## src/logic/cmc_defines.svh

```systemverilog
// constants for the can mode controller: offsets, fields, reset values, timing
//
// Notes on behaviour
// - after reset the block sits in low-power mode with low_power_ack set
// - an acknowledge bit sets only once the requested mode is really entered
// - normal mode is exactly init_ack and low_power_ack both clear
// - entry to normal waits for 11 consecutive recessive bits on the receive pin
// - init_ack clears after recessive line and completed bus synchronisation, or at once on a move to low-power mode
// - in initialisation no frames move and the transmit pin stays recessive high
// - entering initialisation resets no configuration register
// - the protocol core handles 11-bit and 29-bit identifiers on its own
// - three transmit mailboxes with a scheduler choosing the first to send
// - receive fifo holds up to three messages behind one fixed address
// - six configurable acceptance filter banks
// - registers sit in 16-byte pages behind one window and a page select
// - bit rates up to 1 Mbit/s
// - 16-bit free-running timer with configurable resolution for timestamps
// - timestamp captured at start of frame for transmit and for receive
// - low-power exit ends when hardware clears low_power_ack after recessive line
`ifndef CMC_DEFINES_SVH
`define CMC_DEFINES_SVH

// ****************************************
// register offsets
// ****************************************
`define CMC_A_MCR 5'h00
`define CMC_A_MSR 5'h01
`define CMC_A_TSR 5'h02
`define CMC_A_RFR 5'h03
`define CMC_A_TMRL 5'h04
`define CMC_A_TMRH 5'h05
`define CMC_A_PSR 5'h06
`define CMC_A_BTR 5'h07
`define CMC_A_TPR 5'h08
`define CMC_WIN_BIT 4
`define CMC_A_PG0 4'h0
`define CMC_A_PG1 4'h1
`define CMC_A_PG2 4'h2
`define CMC_A_PG3 4'h3

// ****************************************
// fields and reset values
// ****************************************
`define CMC_MCR_INIT 0
`define CMC_MCR_SLEEP 1
`define CMC_MCR_TMR_EN 7
`define CMC_MCR_MASK 8'h83
`define CMC_MCR_RST 8'h02
`define CMC_RFR_OVR 4
`define CMC_RFR_REL 5
`define CMC_FIFO_FULL 2'h3
`define CMC_NMBX 3
`define CMC_NFLT 6
`define CMC_TPR_RST 8'h00

// ****************************************
// timing
// ****************************************
`define CMC_CLK_NS 5
`define CMC_BIT_NS 1000
`define CMC_IDLE_BITS 4'hb

`endif

```

## src/logic/cmc_pkg.sv

```systemverilog
// types shared by the can mode controller
package cmc_pkg;
  typedef enum logic [1:0] {
    CMC_SLEEP,
    CMC_INIT,
    CMC_SYNC,
    CMC_NORMAL
  } cmc_mode_t;
endpackage
```

## src/logic/cmc_idle_det.sv

```systemverilog
// receive pin synchroniser and bus-idle detector
`include "cmc_defines.svh"
module cmc_idle_det (
  input wire logic clk,
  input wire logic rst,
  input wire logic rx_pin,
  input wire logic bit_en,
  input wire logic restart,
  output logic rx_level,
  output logic idle
);
  logic s1_q;
  logic s2_q;
  logic s3_q;
  logic lvl_q;
  logic [3:0] cnt_q;
  logic [3:0] cnt_d;

  // three-stage sync; a change counts once stages two and three agree
  always_ff @(posedge clk or posedge rst) begin
    if (rst) begin
      s1_q <= 1'b1;
      s2_q <= 1'b1;
      s3_q <= 1'b1;
      lvl_q <= 1'b1;
    end else begin
      s1_q <= rx_pin;
      s2_q <= s1_q;
      s3_q <= s2_q;
      if (s2_q == s3_q) begin
        lvl_q <= s3_q;
      end
    end
  end

  // count recessive samples, saturating at the idle length
  assign cnt_d = restart ? 4'h0 :
                 !bit_en ? cnt_q :
                 !lvl_q ? 4'h0 :
                 (cnt_q == `CMC_IDLE_BITS) ? cnt_q : cnt_q + 4'h1;
  always_ff @(posedge clk or posedge rst) begin
    if (rst) begin
      cnt_q <= 4'h0;
    end else begin
      cnt_q <= cnt_d;
    end
  end

  assign rx_level = lvl_q;
  assign idle = (cnt_q == `CMC_IDLE_BITS);
endmodule

```

## src/logic/cmc_mode_ctrl.sv

```systemverilog
// can controller mode control, bus-idle sync, timer and register file
`include "cmc_defines.svh"
module cmc_mode_ctrl
  import cmc_pkg::*;
(
  input wire logic clk,
  input wire logic rst,
  input wire logic [4:0] addr,
  input wire logic [7:0] wdata,
  input wire logic wr_en,
  input wire logic rd_en,
  output logic [7:0] rd_data,
  input wire logic bus_receive_pin,
  output logic bus_transmit_pin,
  input wire logic core_tx_bit,
  input wire logic core_tx_busy,
  input wire logic core_tx_done,
  input wire logic rx_msg_valid,
  output logic core_enable,
  output logic init_ack,
  output logic low_power_ack,
  output logic tx_request,
  output logic [1:0] tx_mailbox_sel,
  output logic [5:0] filter_active
);

  // ****************************************
  // declarations
  // ****************************************
  localparam int BIT_CYC = `CMC_BIT_NS / `CMC_CLK_NS;

  cmc_mode_t mode_q;
  cmc_mode_t mode_d;
  logic [7:0] mcr_q;
  logic [7:0] btr_q;
  logic [7:0] brp_q;
  logic bit_en_q;
  logic [7:0] tpr_q;
  logic [7:0] tdiv_q;
  logic [15:0] timer_q;
  logic [15:0] txts_q;
  logic [15:0] rxts_q;
  logic [2:0] pend_q;
  logic [1:0] fifo_cnt_q;
  logic fifo_ovr_q;
  logic page_q;
  logic [5:0] fmode_q;
  logic [5:0] fscale_q;
  logic init_ack_d;
  logic lp_ack_d;
  logic rx_level;
  logic idle_w;
  logic [7:0] rd_mux;

  wire init_req = mcr_q[`CMC_MCR_INIT];
  wire sleep_req = mcr_q[`CMC_MCR_SLEEP];
  wire tmr_en = mcr_q[`CMC_MCR_TMR_EN];

  // ****************************************
  // register decode
  // ****************************************
  wire win = addr[`CMC_WIN_BIT];
  wire [3:0] woff = addr[3:0];
  wire wr_mcr = wr_en && (addr == `CMC_A_MCR);
  wire wr_tsr = wr_en && (addr == `CMC_A_TSR);
  wire wr_rfr = wr_en && (addr == `CMC_A_RFR);
  wire wr_psr = wr_en && (addr == `CMC_A_PSR);
  wire wr_btr = wr_en && (addr == `CMC_A_BTR);
  wire wr_tpr = wr_en && (addr == `CMC_A_TPR);
  // page 1 of the window holds the filter configuration
  wire wr_fp = wr_en && win && page_q;
  wire wr_filter_bank_active = wr_fp && (woff == `CMC_A_PG0);
  wire wr_fmode = wr_fp && (woff == `CMC_A_PG1);
  wire wr_fscale = wr_fp && (woff == `CMC_A_PG2);

  // ****************************************
  // bit-rate divider and idle detection
  // ****************************************
  // one enable pulse per bit time; reset value gives 1 Mbit/s
  wire brp_wrap = (brp_q >= btr_q); // a shorter bit time takes hold at once, no long wrap
  always_ff @(posedge clk or posedge rst) begin
    if (rst) begin
      brp_q <= 8'h00;
      bit_en_q <= 1'b0;
    end else begin
      brp_q <= brp_wrap ? 8'h00 : brp_q + 8'h01;
      bit_en_q <= brp_wrap;
    end
  end

  // a fresh idle count starts on each entry to synchronisation
  wire sync_start = (mode_d == CMC_SYNC) && (mode_q != CMC_SYNC);

  cmc_idle_det u_idle (
    .clk(clk),
    .rst(rst),
    .rx_pin(bus_receive_pin),
    .bit_en(bit_en_q),
    .restart(sync_start),
    .rx_level(rx_level),
    .idle(idle_w)
  );

  // ****************************************
  // operating mode machine
  // ****************************************
  // sleep may be left for init only with the line recessive
  always_comb begin
    mode_d = mode_q;
    case (mode_q)
      CMC_SLEEP: begin
        if (!sleep_req) begin
          if (!init_req) begin
            mode_d = CMC_SYNC;
          end else if (rx_level) begin
            mode_d = CMC_INIT;
          end
        end
      end
      CMC_INIT: begin
        if (!init_req) begin
          mode_d = sleep_req ? CMC_SLEEP : CMC_SYNC;
        end
      end
      CMC_SYNC: begin
        if (init_req) begin
          mode_d = CMC_INIT;
        end else if (sleep_req) begin
          mode_d = CMC_SLEEP;
        end else if (idle_w && rx_level) begin
          mode_d = CMC_NORMAL;
        end
      end
      CMC_NORMAL: begin
        if (init_req) begin
          mode_d = CMC_INIT;
        end else if (sleep_req) begin
          mode_d = CMC_SLEEP;
        end
      end
      default: begin
        mode_d = CMC_SLEEP;
      end
    endcase
  end

  // acks follow the mode actually entered; held while synchronising
  always_comb begin
    init_ack_d = init_ack;
    lp_ack_d = low_power_ack;
    case (mode_d)
      CMC_INIT: begin
        init_ack_d = 1'b1;
        lp_ack_d = 1'b0;
      end
      CMC_SLEEP: begin
        init_ack_d = 1'b0;
        lp_ack_d = 1'b1;
      end
      CMC_NORMAL: begin
        init_ack_d = 1'b0;
        lp_ack_d = 1'b0;
      end
      default: begin
        init_ack_d = init_ack;
        lp_ack_d = low_power_ack;
      end
    endcase
  end

  // transmit pin forced recessive outside normal mode
  wire in_normal_d = (mode_d == CMC_NORMAL);
  always_ff @(posedge clk or posedge rst) begin
    if (rst) begin
      mode_q <= CMC_SLEEP;
      init_ack <= 1'b0;
      low_power_ack <= 1'b1;
      core_enable <= 1'b0;
      bus_transmit_pin <= 1'b1;
    end else begin
      mode_q <= mode_d;
      init_ack <= init_ack_d;
      low_power_ack <= lp_ack_d;
      core_enable <= in_normal_d;
      bus_transmit_pin <= in_normal_d ? core_tx_bit : 1'b1;
    end
  end

  // ****************************************
  // control registers
  // ****************************************
  // mode changes never touch these, only reset and writes do
  always_ff @(posedge clk or posedge rst) begin
    if (rst) begin
      mcr_q <= `CMC_MCR_RST;
      btr_q <= 8'(BIT_CYC - 1);
      tpr_q <= `CMC_TPR_RST;
      page_q <= 1'b0;
    end else begin
      if (wr_mcr) mcr_q <= wdata & `CMC_MCR_MASK;
      if (wr_btr) btr_q <= wdata;
      if (wr_tpr) tpr_q <= wdata;
      if (wr_psr) page_q <= wdata[0];
    end
  end

  // filter banks; scale and mode only take effect in init
  wire cfg_ok = (mode_q == CMC_INIT);
  always_ff @(posedge clk or posedge rst) begin
    if (rst) begin
      filter_active <= 6'h00;
      fmode_q <= 6'h00;
      fscale_q <= 6'h00;
    end else begin
      if (wr_filter_bank_active) filter_active <= wdata[5:0];
      if (wr_fmode && cfg_ok) fmode_q <= wdata[5:0];
      if (wr_fscale && cfg_ok) fscale_q <= wdata[5:0];
    end
  end

  // ****************************************
  // transmit mailboxes and scheduler
  // ****************************************
  // a new request wins over a completion in the same cycle
  wire [2:0] pend_set = wr_tsr ? wdata[2:0] : 3'h0;
  wire [2:0] pend_clr = core_tx_done ? (3'h1 << tx_mailbox_sel) : 3'h0;
  wire [2:0] pend_d = (pend_q & ~pend_clr) | pend_set;
  // equal priority: lowest mailbox number goes first
  wire [1:0] sel_d = pend_q[0] ? 2'h0 : pend_q[1] ? 2'h1 : 2'h2;
  always_ff @(posedge clk or posedge rst) begin
    if (rst) begin
      pend_q <= 3'h0;
      tx_mailbox_sel <= 2'h0;
      tx_request <= 1'b0;
    end else begin
      pend_q <= pend_d;
      // choice frozen while a frame is on the wire
      if (!core_tx_busy) tx_mailbox_sel <= sel_d;
      tx_request <= (|pend_q) && in_normal_d;
    end
  end

  // ****************************************
  // receive fifo bookkeeping
  // ****************************************
  wire fifo_full = (fifo_cnt_q == `CMC_FIFO_FULL);
  wire rx_in = rx_msg_valid && core_enable;
  wire rel_w = wr_rfr && wdata[`CMC_RFR_REL] && (fifo_cnt_q != 2'h0);
  wire push = rx_in && !fifo_full;
  wire ovr_clr = wr_rfr && wdata[`CMC_RFR_OVR];
  always_ff @(posedge clk or posedge rst) begin
    if (rst) begin
      fifo_cnt_q <= 2'h0;
      fifo_ovr_q <= 1'b0;
    end else begin
      if (push && !rel_w) fifo_cnt_q <= fifo_cnt_q + 2'h1;
      if (rel_w && !push) fifo_cnt_q <= fifo_cnt_q - 2'h1;
      // overrun set wins over a clear in the same cycle
      fifo_ovr_q <= (rx_in && fifo_full) || (fifo_ovr_q && !ovr_clr);
    end
  end

  // ****************************************
  // timer and timestamps
  // ****************************************
  // resolution is a prescale of bit times
  wire tmr_tick = bit_en_q && tmr_en && (tdiv_q == tpr_q);
  // start of frame: first dominant bit after the bus was idle
  wire sof_w = bit_en_q && core_enable && idle_w && !rx_level;
  always_ff @(posedge clk or posedge rst) begin
    if (rst) begin
      tdiv_q <= 8'h00;
      timer_q <= 16'h0000;
      txts_q <= 16'h0000;
      rxts_q <= 16'h0000;
    end else begin
      if (bit_en_q && tmr_en) tdiv_q <= (tdiv_q == tpr_q) ? 8'h00 : tdiv_q + 8'h01;
      if (tmr_tick) timer_q <= timer_q + 16'h0001;
      if (sof_w && core_tx_busy) txts_q <= timer_q;
      if (sof_w && !core_tx_busy) rxts_q <= timer_q;
    end
  end

  // ****************************************
  // read path
  // ****************************************
  // paged window: page 0 timestamps, page 1 filter setup
  wire [7:0] pg0_mux = (woff == `CMC_A_PG0) ? txts_q[7:0] :
                       (woff == `CMC_A_PG1) ? txts_q[15:8] :
                       (woff == `CMC_A_PG2) ? rxts_q[7:0] :
                       (woff == `CMC_A_PG3) ? rxts_q[15:8] : 8'h00;
  wire [7:0] pg1_mux = (woff == `CMC_A_PG0) ? {2'h0, filter_active} :
                       (woff == `CMC_A_PG1) ? {2'h0, fmode_q} :
                       (woff == `CMC_A_PG2) ? {2'h0, fscale_q} : 8'h00;
  wire [7:0] msr_v = {4'h0, rx_level, 1'b0, low_power_ack, init_ack};
  assign rd_mux = win ? (page_q ? pg1_mux : pg0_mux) :
                  (addr == `CMC_A_MCR) ? mcr_q :
                  (addr == `CMC_A_MSR) ? msr_v :
                  (addr == `CMC_A_TSR) ? {2'h0, tx_mailbox_sel, 1'b0, pend_q} :
                  (addr == `CMC_A_RFR) ? {3'h0, fifo_ovr_q, 2'h0, fifo_cnt_q} :
                  (addr == `CMC_A_TMRL) ? timer_q[7:0] :
                  (addr == `CMC_A_TMRH) ? timer_q[15:8] :
                  (addr == `CMC_A_PSR) ? {7'h00, page_q} :
                  (addr == `CMC_A_BTR) ? btr_q :
                  (addr == `CMC_A_TPR) ? tpr_q : 8'h00;

  // data valid only in the cycle after the strobe
  always_ff @(posedge clk or posedge rst) begin
    if (rst) begin
      rd_data <= 8'h00;
    end else begin
      rd_data <= rd_en ? rd_mux : 8'h00;
    end
  end
endmodule

```

## config.mk

```make
export PLATFORM = sky130hd
export DESIGN_NAME = cmc_mode_ctrl
export DESIGN_NICKNAME = d
export VERILOG_FILES = /design/src/logic/cmc_pkg.sv /design/src/logic/cmc_idle_det.sv /design/src/logic/cmc_mode_ctrl.sv
export VERILOG_INCLUDE_DIRS = /design/src /design/src/logic
export SDC_FILE = /design/constraint.sdc
export NUM_CORES = 1
export LEC_CHECK = 0
export BUFFER_PORTS_ARGS = -buffer_cell sky130_fd_sc_hd__buf_2
export CORE_MARGIN = 1.5
export CORE_UTILIZATION = 55
export DETAILED_ROUTE_END_ITERATION = 16
export HOLD_SLACK_MARGIN = 0.12
export PLACE_DENSITY = 0.87
export SYNTH_ARGS = -nofsm -noshare
export SYNTH_HDL_FRONTEND = slang
export SYNTH_HIERARCHICAL = 1
export SYNTH_SLANG_ARGS = --single-unit
```

## constraint.sdc

```tcl
create_clock -name clk -period 3.49 [get_ports clk]
set_input_delay 0.349 -clock clk [delete_from_list [all_inputs] [get_ports clk]]
set_output_delay 0.349 -clock clk [all_outputs]
set_load 0.05 [all_outputs]
```

# Yosys cells after proc, flatten, opt, wreduce, memory -nomap -nowiden

Cells that the tools add are included.

Flip-flop bits (word level): 134
Input bits: 22
Output and inout port bits: 21
Word-level logic and storage cells: 160

Mux-type cells: 45
Bitwise gates (word level): 3
Shift operators: 1
$lt $le $gt $ge: 1
Add/subtract/negate cells: 6
Reduce and logical (&&, ||, !) cells: 52
Equality and inequality tests: 23

Operators by type and width:

| operator                                      | number |
|---|---|
| 2-to-1 mux 8 bit                              | 18 |
| logical AND 1 bit                             | 32 |
| 2-to-1 mux 2 bit                              | 14 |
| == test 5 x 3 -> 1 bit, second input constant | 4 |
| 2-to-1 mux 6 bit                              | 3 |
| adder 16 x 1 -> 16 bit, second input constant | 1 |
| adder 8 x 1 -> 8 bit, second input constant   | 2 |
| 2-to-1 mux 4 bit                              | 4 |
| == test 2 bit, second input constant          | 5 |
| == test 5 x 2 -> 1 bit, second input constant | 2 |
| nonzero test 2 bit                            | 5 |
| == test 4 x 2 -> 1 bit, second input constant | 2 |
| == test 8 bit                                 | 1 |
| >= comparator 8 bit                           | 1 |
| case mux 2 bit (4 select lines)               | 1 |
| logical NOT 1 bit                             | 6 |
| 2-to-1 mux 3 bit                              | 2 |
| == test 5 x 1 -> 1 bit, second input constant | 1 |
| == test 5 x 4 -> 1 bit, second input constant | 1 |
| logical NOT 5 bit                             | 1 |
| adder 4 x 1 -> 4 bit, second input constant   | 1 |
| == test 2 x 1 -> 1 bit, second input constant | 2 |
| == test 4 x 1 -> 1 bit, second input constant | 1 |
| == test 4 bit, second input constant          | 1 |
| other kinds (17)                              | 20 |

# Logic depth before layout (Yosys ltp)

Depth after elaboration: 12
Mapped depth: 10
Depth with buffers taken out: 10

# Hierarchy

Netlist, hierarchy kept.

Modules (own cells, without submodules):

| module        | instances | sequential area each (um^2) | cells each | area each (um^2) |
|---|---|---|---|---|
| cmc_mode_ctrl | 1         | 3163.0                      | 545        | 6356.1 |
| cmc_idle_det  | 1         | 205.2                       | 31         | 347.8 |

# Worst setup path after synthesis

Ideal clock, no wire load.

Path kind: register to register
Start: register u_idle.cnt_q[0]
End: register u_idle.cnt_q[0]
Required time: 3.350 ns
Clock period less this slack: 2.004 ns
Arrival: 1.864 ns
Library setup time: 0.140 ns
Cell stages (with the launch flop): 11
Buffers on the path: 0
Path slack: 1.486 ns
Cell sequence: dfrtp_1 ha_1 and3b_1 nand2_1 nand2_1 a22oi_1 o21ai_0 inv_1 ha_1 a21boi_0 a31oi_1

Longest elaborated chain between the ends: 10
Elaborated cells on any way between the ends: 16
Classes of those cells: 1 x add/sub; 3 x eq/ne; 8 x mux; 4 x reduce/logical

Ends and longest elaborated chain:

| item                                                                           | line                 | source |
|---|---|---|
| from (decl)                                                                    | cmc_idle_det.sv:16   | `logic [3:0] cnt_q;` |
| from (signal assigned)                                                         | cmc_idle_det.sv:45   | `cnt_q <= cnt_d;` |
| == test 4 bit (no line) *                                                      | --                   |  |
| via idle_w                                                                     | cmc_mode_ctrl.sv:52  | `logic idle_w;` |
| logical AND 1 bit *                                                            | cmc_mode_ctrl.sv:130 | `end else if (idle_w && rx_level) begin` |
| 2-to-1 mux 2 bit *                                                             | cmc_mode_ctrl.sv:130 |  |
| 2-to-1 mux 2 bit *                                                             | cmc_mode_ctrl.sv:128 | `end else if (sleep_req) begin` |
| 2-to-1 mux 2 bit *                                                             | cmc_mode_ctrl.sv:126 | `if (init_req) begin` |
| case mux 2 bit (4 select lines) *                                              | cmc_mode_ctrl.sv:110 | `case (mode_q)` |
| via mode_d[0]                                                                  | cmc_mode_ctrl.sv:33  | `cmc_mode_t mode_d;` |
| == test 2 bit *                                                                | cmc_mode_ctrl.sv:92  | `wire sync_start = (mode_d == CMC_SYNC) && (mode_q != CMC_SYNC);` |
| logical AND 1 bit *                                                            | cmc_mode_ctrl.sv:92  |  |
| via sync_start                                                                 | cmc_mode_ctrl.sv:92  |  |
| inequality test 3 x 2 -> 1 bit (no line) or nonzero test 2 bit (tied branches) | --                   |  |
| AND reduction 2 bit (no line)                                                  | --                   |  |

Mark *: on every way through the listed nets, which the timed path passes. The rest lies on a longest branch. The select of a mux whose other input is x is not followed.
A chain may end at the register's enable or synchronous reset.

# Worst setup path in the final report

Ends and elaborated chain as after synthesis.

==> results.md <==
* DR vias/cell at 6.31
* Headroom to the max-slew limit at 24.7%
* First-pass GRT wire length at roughly 27000 um
* Most area-hungry cell type in the Yosys netlist: dfrtp_1
* Area growth syn-to-layout at 14.2%
* # setup viols final at 0
* DRC Markers at 0
* Yosys warns at 6
* Post-DP HPWL at around 12000 um
* Count of antenna diodes in the layout at 0
* Proportion of register bits with asynchronous set or reset after synthesis at 100%
* Most used standard cell by instance count after synthesis: dfrtp_1
* FF-to-FF Start: u_idle/cnt_q[0]
* GRT Overall Usage at 27.9%
* Die height at approximately 110 um
* Most used flip-flop cell after synthesis: dfrtp_1
* Die width at 113 um
* Wire length per cell at 21.8 um
* Mapped Area at 6700 um2
* Total via count after detailed routing at 4919
* Clock insertion delay at the later pin of the skew report at 0.42 ns
* Core ar. at 12000 um2
* RSZ-0062 raised after global routing: no
* Cells after synthesis at 576
* # clock sinks at 134
* Cell types with the largest area share after synthesis: dfrtp_1, mux2_2, dfstp_2, xnor2_1, ha_1
* Kind of start point of the critical path: flip-flop
* Depth of the worst register-to-register path at 10
* Number of standard-cell rows in the floorplan at 40
* Power density cells at 602 nW/um2
* Worst hold slack after final layout at 0.131 ns
* Final routed wirelength across all metal layers at roughly 17000 um
* Via count of the first global-routing pass at 4975
* Setup repair bufs after CTS at 0
* Maximum fanout along the worst path at 6
* Most instantiated cells after synthesis: dfrtp_1, mux2_2, nor2_1
* CTS tree: yes
* Arr. time, crit path at 2.77 ns
* Final-stage net count at 657
* Result of the run: completed
* Hold Fails Final Rpt at 0
* Initial DRC Count at 502
* Post-DRT Antenna Nets at 0
* Effective utilization at floorplan at 56.0%
* Minimum clock period at 2.50 ns
* Initial antenna violation count at 0
* Top-level I/O count at 43
* Slew at the pin closest to its max-slew limit at 1.12 ns
* Post-synth cell types at around 70
* Post-Syn Area per Cell at 11.6 um2
* Summed negative setup slack over all endpoints at 0 ns
* Hold buffer count at CTS at 2
* Total iterations of the first detailed-routing run at 5
* Count of placed standard cells in the final layout, fillers left out at 779
* Synth Register Bits at approximately 130
* Number of buffers between clock root and the deepest sink at 2
* Worst IR drop on VDD at 0.404 mV
* Placer Congestion at 0.940
* Clock buffers created by TritonCTS at 17
* Cell depth of the worst hold path at 2
* Number of instances in the placed design at 745
* Critical setup path kind: flip-flop to flip-flop
* Sequential area share after synthesis at 50.2%
* Final Cycle Share at 71.5%
* Reg-to-reg endpoint: u_idle/cnt_q[0]
* Start point of the worst min-delay path: core_tx_bit
* Top achievable clock speed at 0.401 GHz
* Total die area at 12900 um2
* Max-cap violation count at 0
* Final Slew Violations at 0
* Leakage at ~3.5 nW
* Reg clk slew, reported paths at 0.05 ns
* Register-to-register path setup slack at 0.99 ns
* Synthesized net count at slightly above 600
* Global route overflow at 0
* CP endpoint kind: flip-flop
* CTS root buffer: clkbuf_16
* Clock H-tree levels at 4
* Hold worst-path end: bus_transmit_pin
* Pin count of the biggest net entering global routing at 89
* Gates resized, CTS repair at 0
* Share of Yosys cell area claimed by the top area cell type at a little under half
* Fraction of final layout cells sized beyond drive strength 1 at roughly 29%
* Hold Crit Class: input pin to flip-flop
* IO buf count at 42
* Post-synth EDFFs at 0
* Required time at the worst-slack endpoint at approximately 3.8 ns
* Layout Skew at 0.00480 ns
==> power by group <==
part / internal, W / switching [W] / total [W] / leakage, nW
registers: 0.00175 / 0.000243 / 0.00199 / 1.78
logic: 0.000319 / 0.000499 / 0.000818 / 1.47
clock network: 0.00116 / 0.000636 / 0.00180 / 0.299
total: 0.00323 / 0.00138 / 0.00461 / 3.55
==> worst max-delay path by stage <==
| stage | cells after the start | start | end |
|---|---|---|---|
| finish | 10 | u_idle/cnt_q[0] | u_idle/cnt_q[0] |
| global route | 10 | u_idle/cnt_q[0] | u_idle/cnt_q[0] |
| CTS | 10 | u_idle/cnt_q[0] | u_idle/cnt_q[0] |
| detailed placement | 10 | u_idle/cnt_q[0] | u_idle/cnt_q[0] |
| global placement | 8 | addr[1] | fifo_cnt_q[1] |
| floorplan | 10 | u_idle/cnt_q[0] | u_idle/cnt_q[0] |
==> critical path, cell delays in order (launching register included) <==
cell and delay, ns:
dfrtp_1 0.42, ha_1 0.25, and3b_1 0.25, nand2_1 0.09
nand2_1 0.06, a22oi_1 0.16, o21ai_0 0.22, inv_1 0.11
ha_1 0.21, a21boi_0 0.48, a31oi_1 0.11
==> layer usage <==
layer  vias up  global-route usage (%)  wire length (um)
met5         -                       0                 0
met4         0                    8.58               424
met3        47                    7.07               993
met2       199                    45.2              8240
met1      2490                    37.4              7360
li1       2183                       -                 -
==> cell type report <==
type / count / area [um2]
Tap cell: 147 / 184
Clock buffer: 25 / 515
Sequential cell: 134 / 3370
Fill cell: 889 / 4310
Multi-Input combinational cell: 396 / 3140
Timing Repair Buffer: 48 / 273
Clock inverter: 7 / 91.3
Inverter: 22 / 86.3
==> cells in the final DEF (no fill, tap or decap), types with 4 or more instances in the layout <==
cell / count
dfrtp_1: 122
mux2_2: 74
buf_2: 42
nor2_1: 32
nand2_1: 28
xnor2_1: 28
nand3_1: 28
o21ai_0: 23
a21oi_1: 21
inv_1: 20
clkbuf_16: 17
ha_1: 16
dfstp_2: 12
xor2_1: 10
nand4_1: 9
and3_1: 9
mux4_2: 8
nand2b_1: 7
and2_1: 6
mux2i_1: 6
o22ai_1: 6
clkbuf_8: 6
nor3_1: 5
a211oi_1: 5
or3_1: 5
a22o_1: 5
a31oi_1: 5
a221oi_1: 4
==> metrics by stage <==
stage | area, um2 | power (W) | util (%) | worst slack [ns]
after CTS | 7650 | 0.00462 | 64.0 | 1.02
after global routing | 7650 | 0.00481 | 64.0 | 0.805
after detailed placement | 7030 | 0.00281 | 58.8 | 1.09
final | 7650 | 0.00461 | 64.0 | 0.994
after floorplan | 6710 | 0.00255 | - | 1.49
after global placement | 7030 | 0.00275 | 58.8 | 1.21
==> state kept, by name, indices dropped and copies added, names as in the netlist, 2 cells and up <==
name	cells
fifo_cnt_q	2
rd_data	8
u_idle/cnt_q	4
tpr_q	8
filter_active	6
pend_q	3
fmode_q	6
mcr_q	3
tdiv_q	8
txts_q	16
timer_q	16
btr_q	8
mode_q	2
tx_mailbox_sel	2
brp_q	8
rxts_q	16
fscale_q	6
==> cell families (layout without fill, tap and decap cells) <==
group           after synthesis  count (layout)  synth area share (%)
compound gates               96              96                  9.56
simple gates                157             157                  13.1
mux                          88              88                  16.0
fa+ha+maj                    17              17                  3.14
buf+inv                      46             102                  2.97
flops                       134             134                  50.2
xor+xnor                     38              38                  4.96
Power figures use the tool's default switching activity.
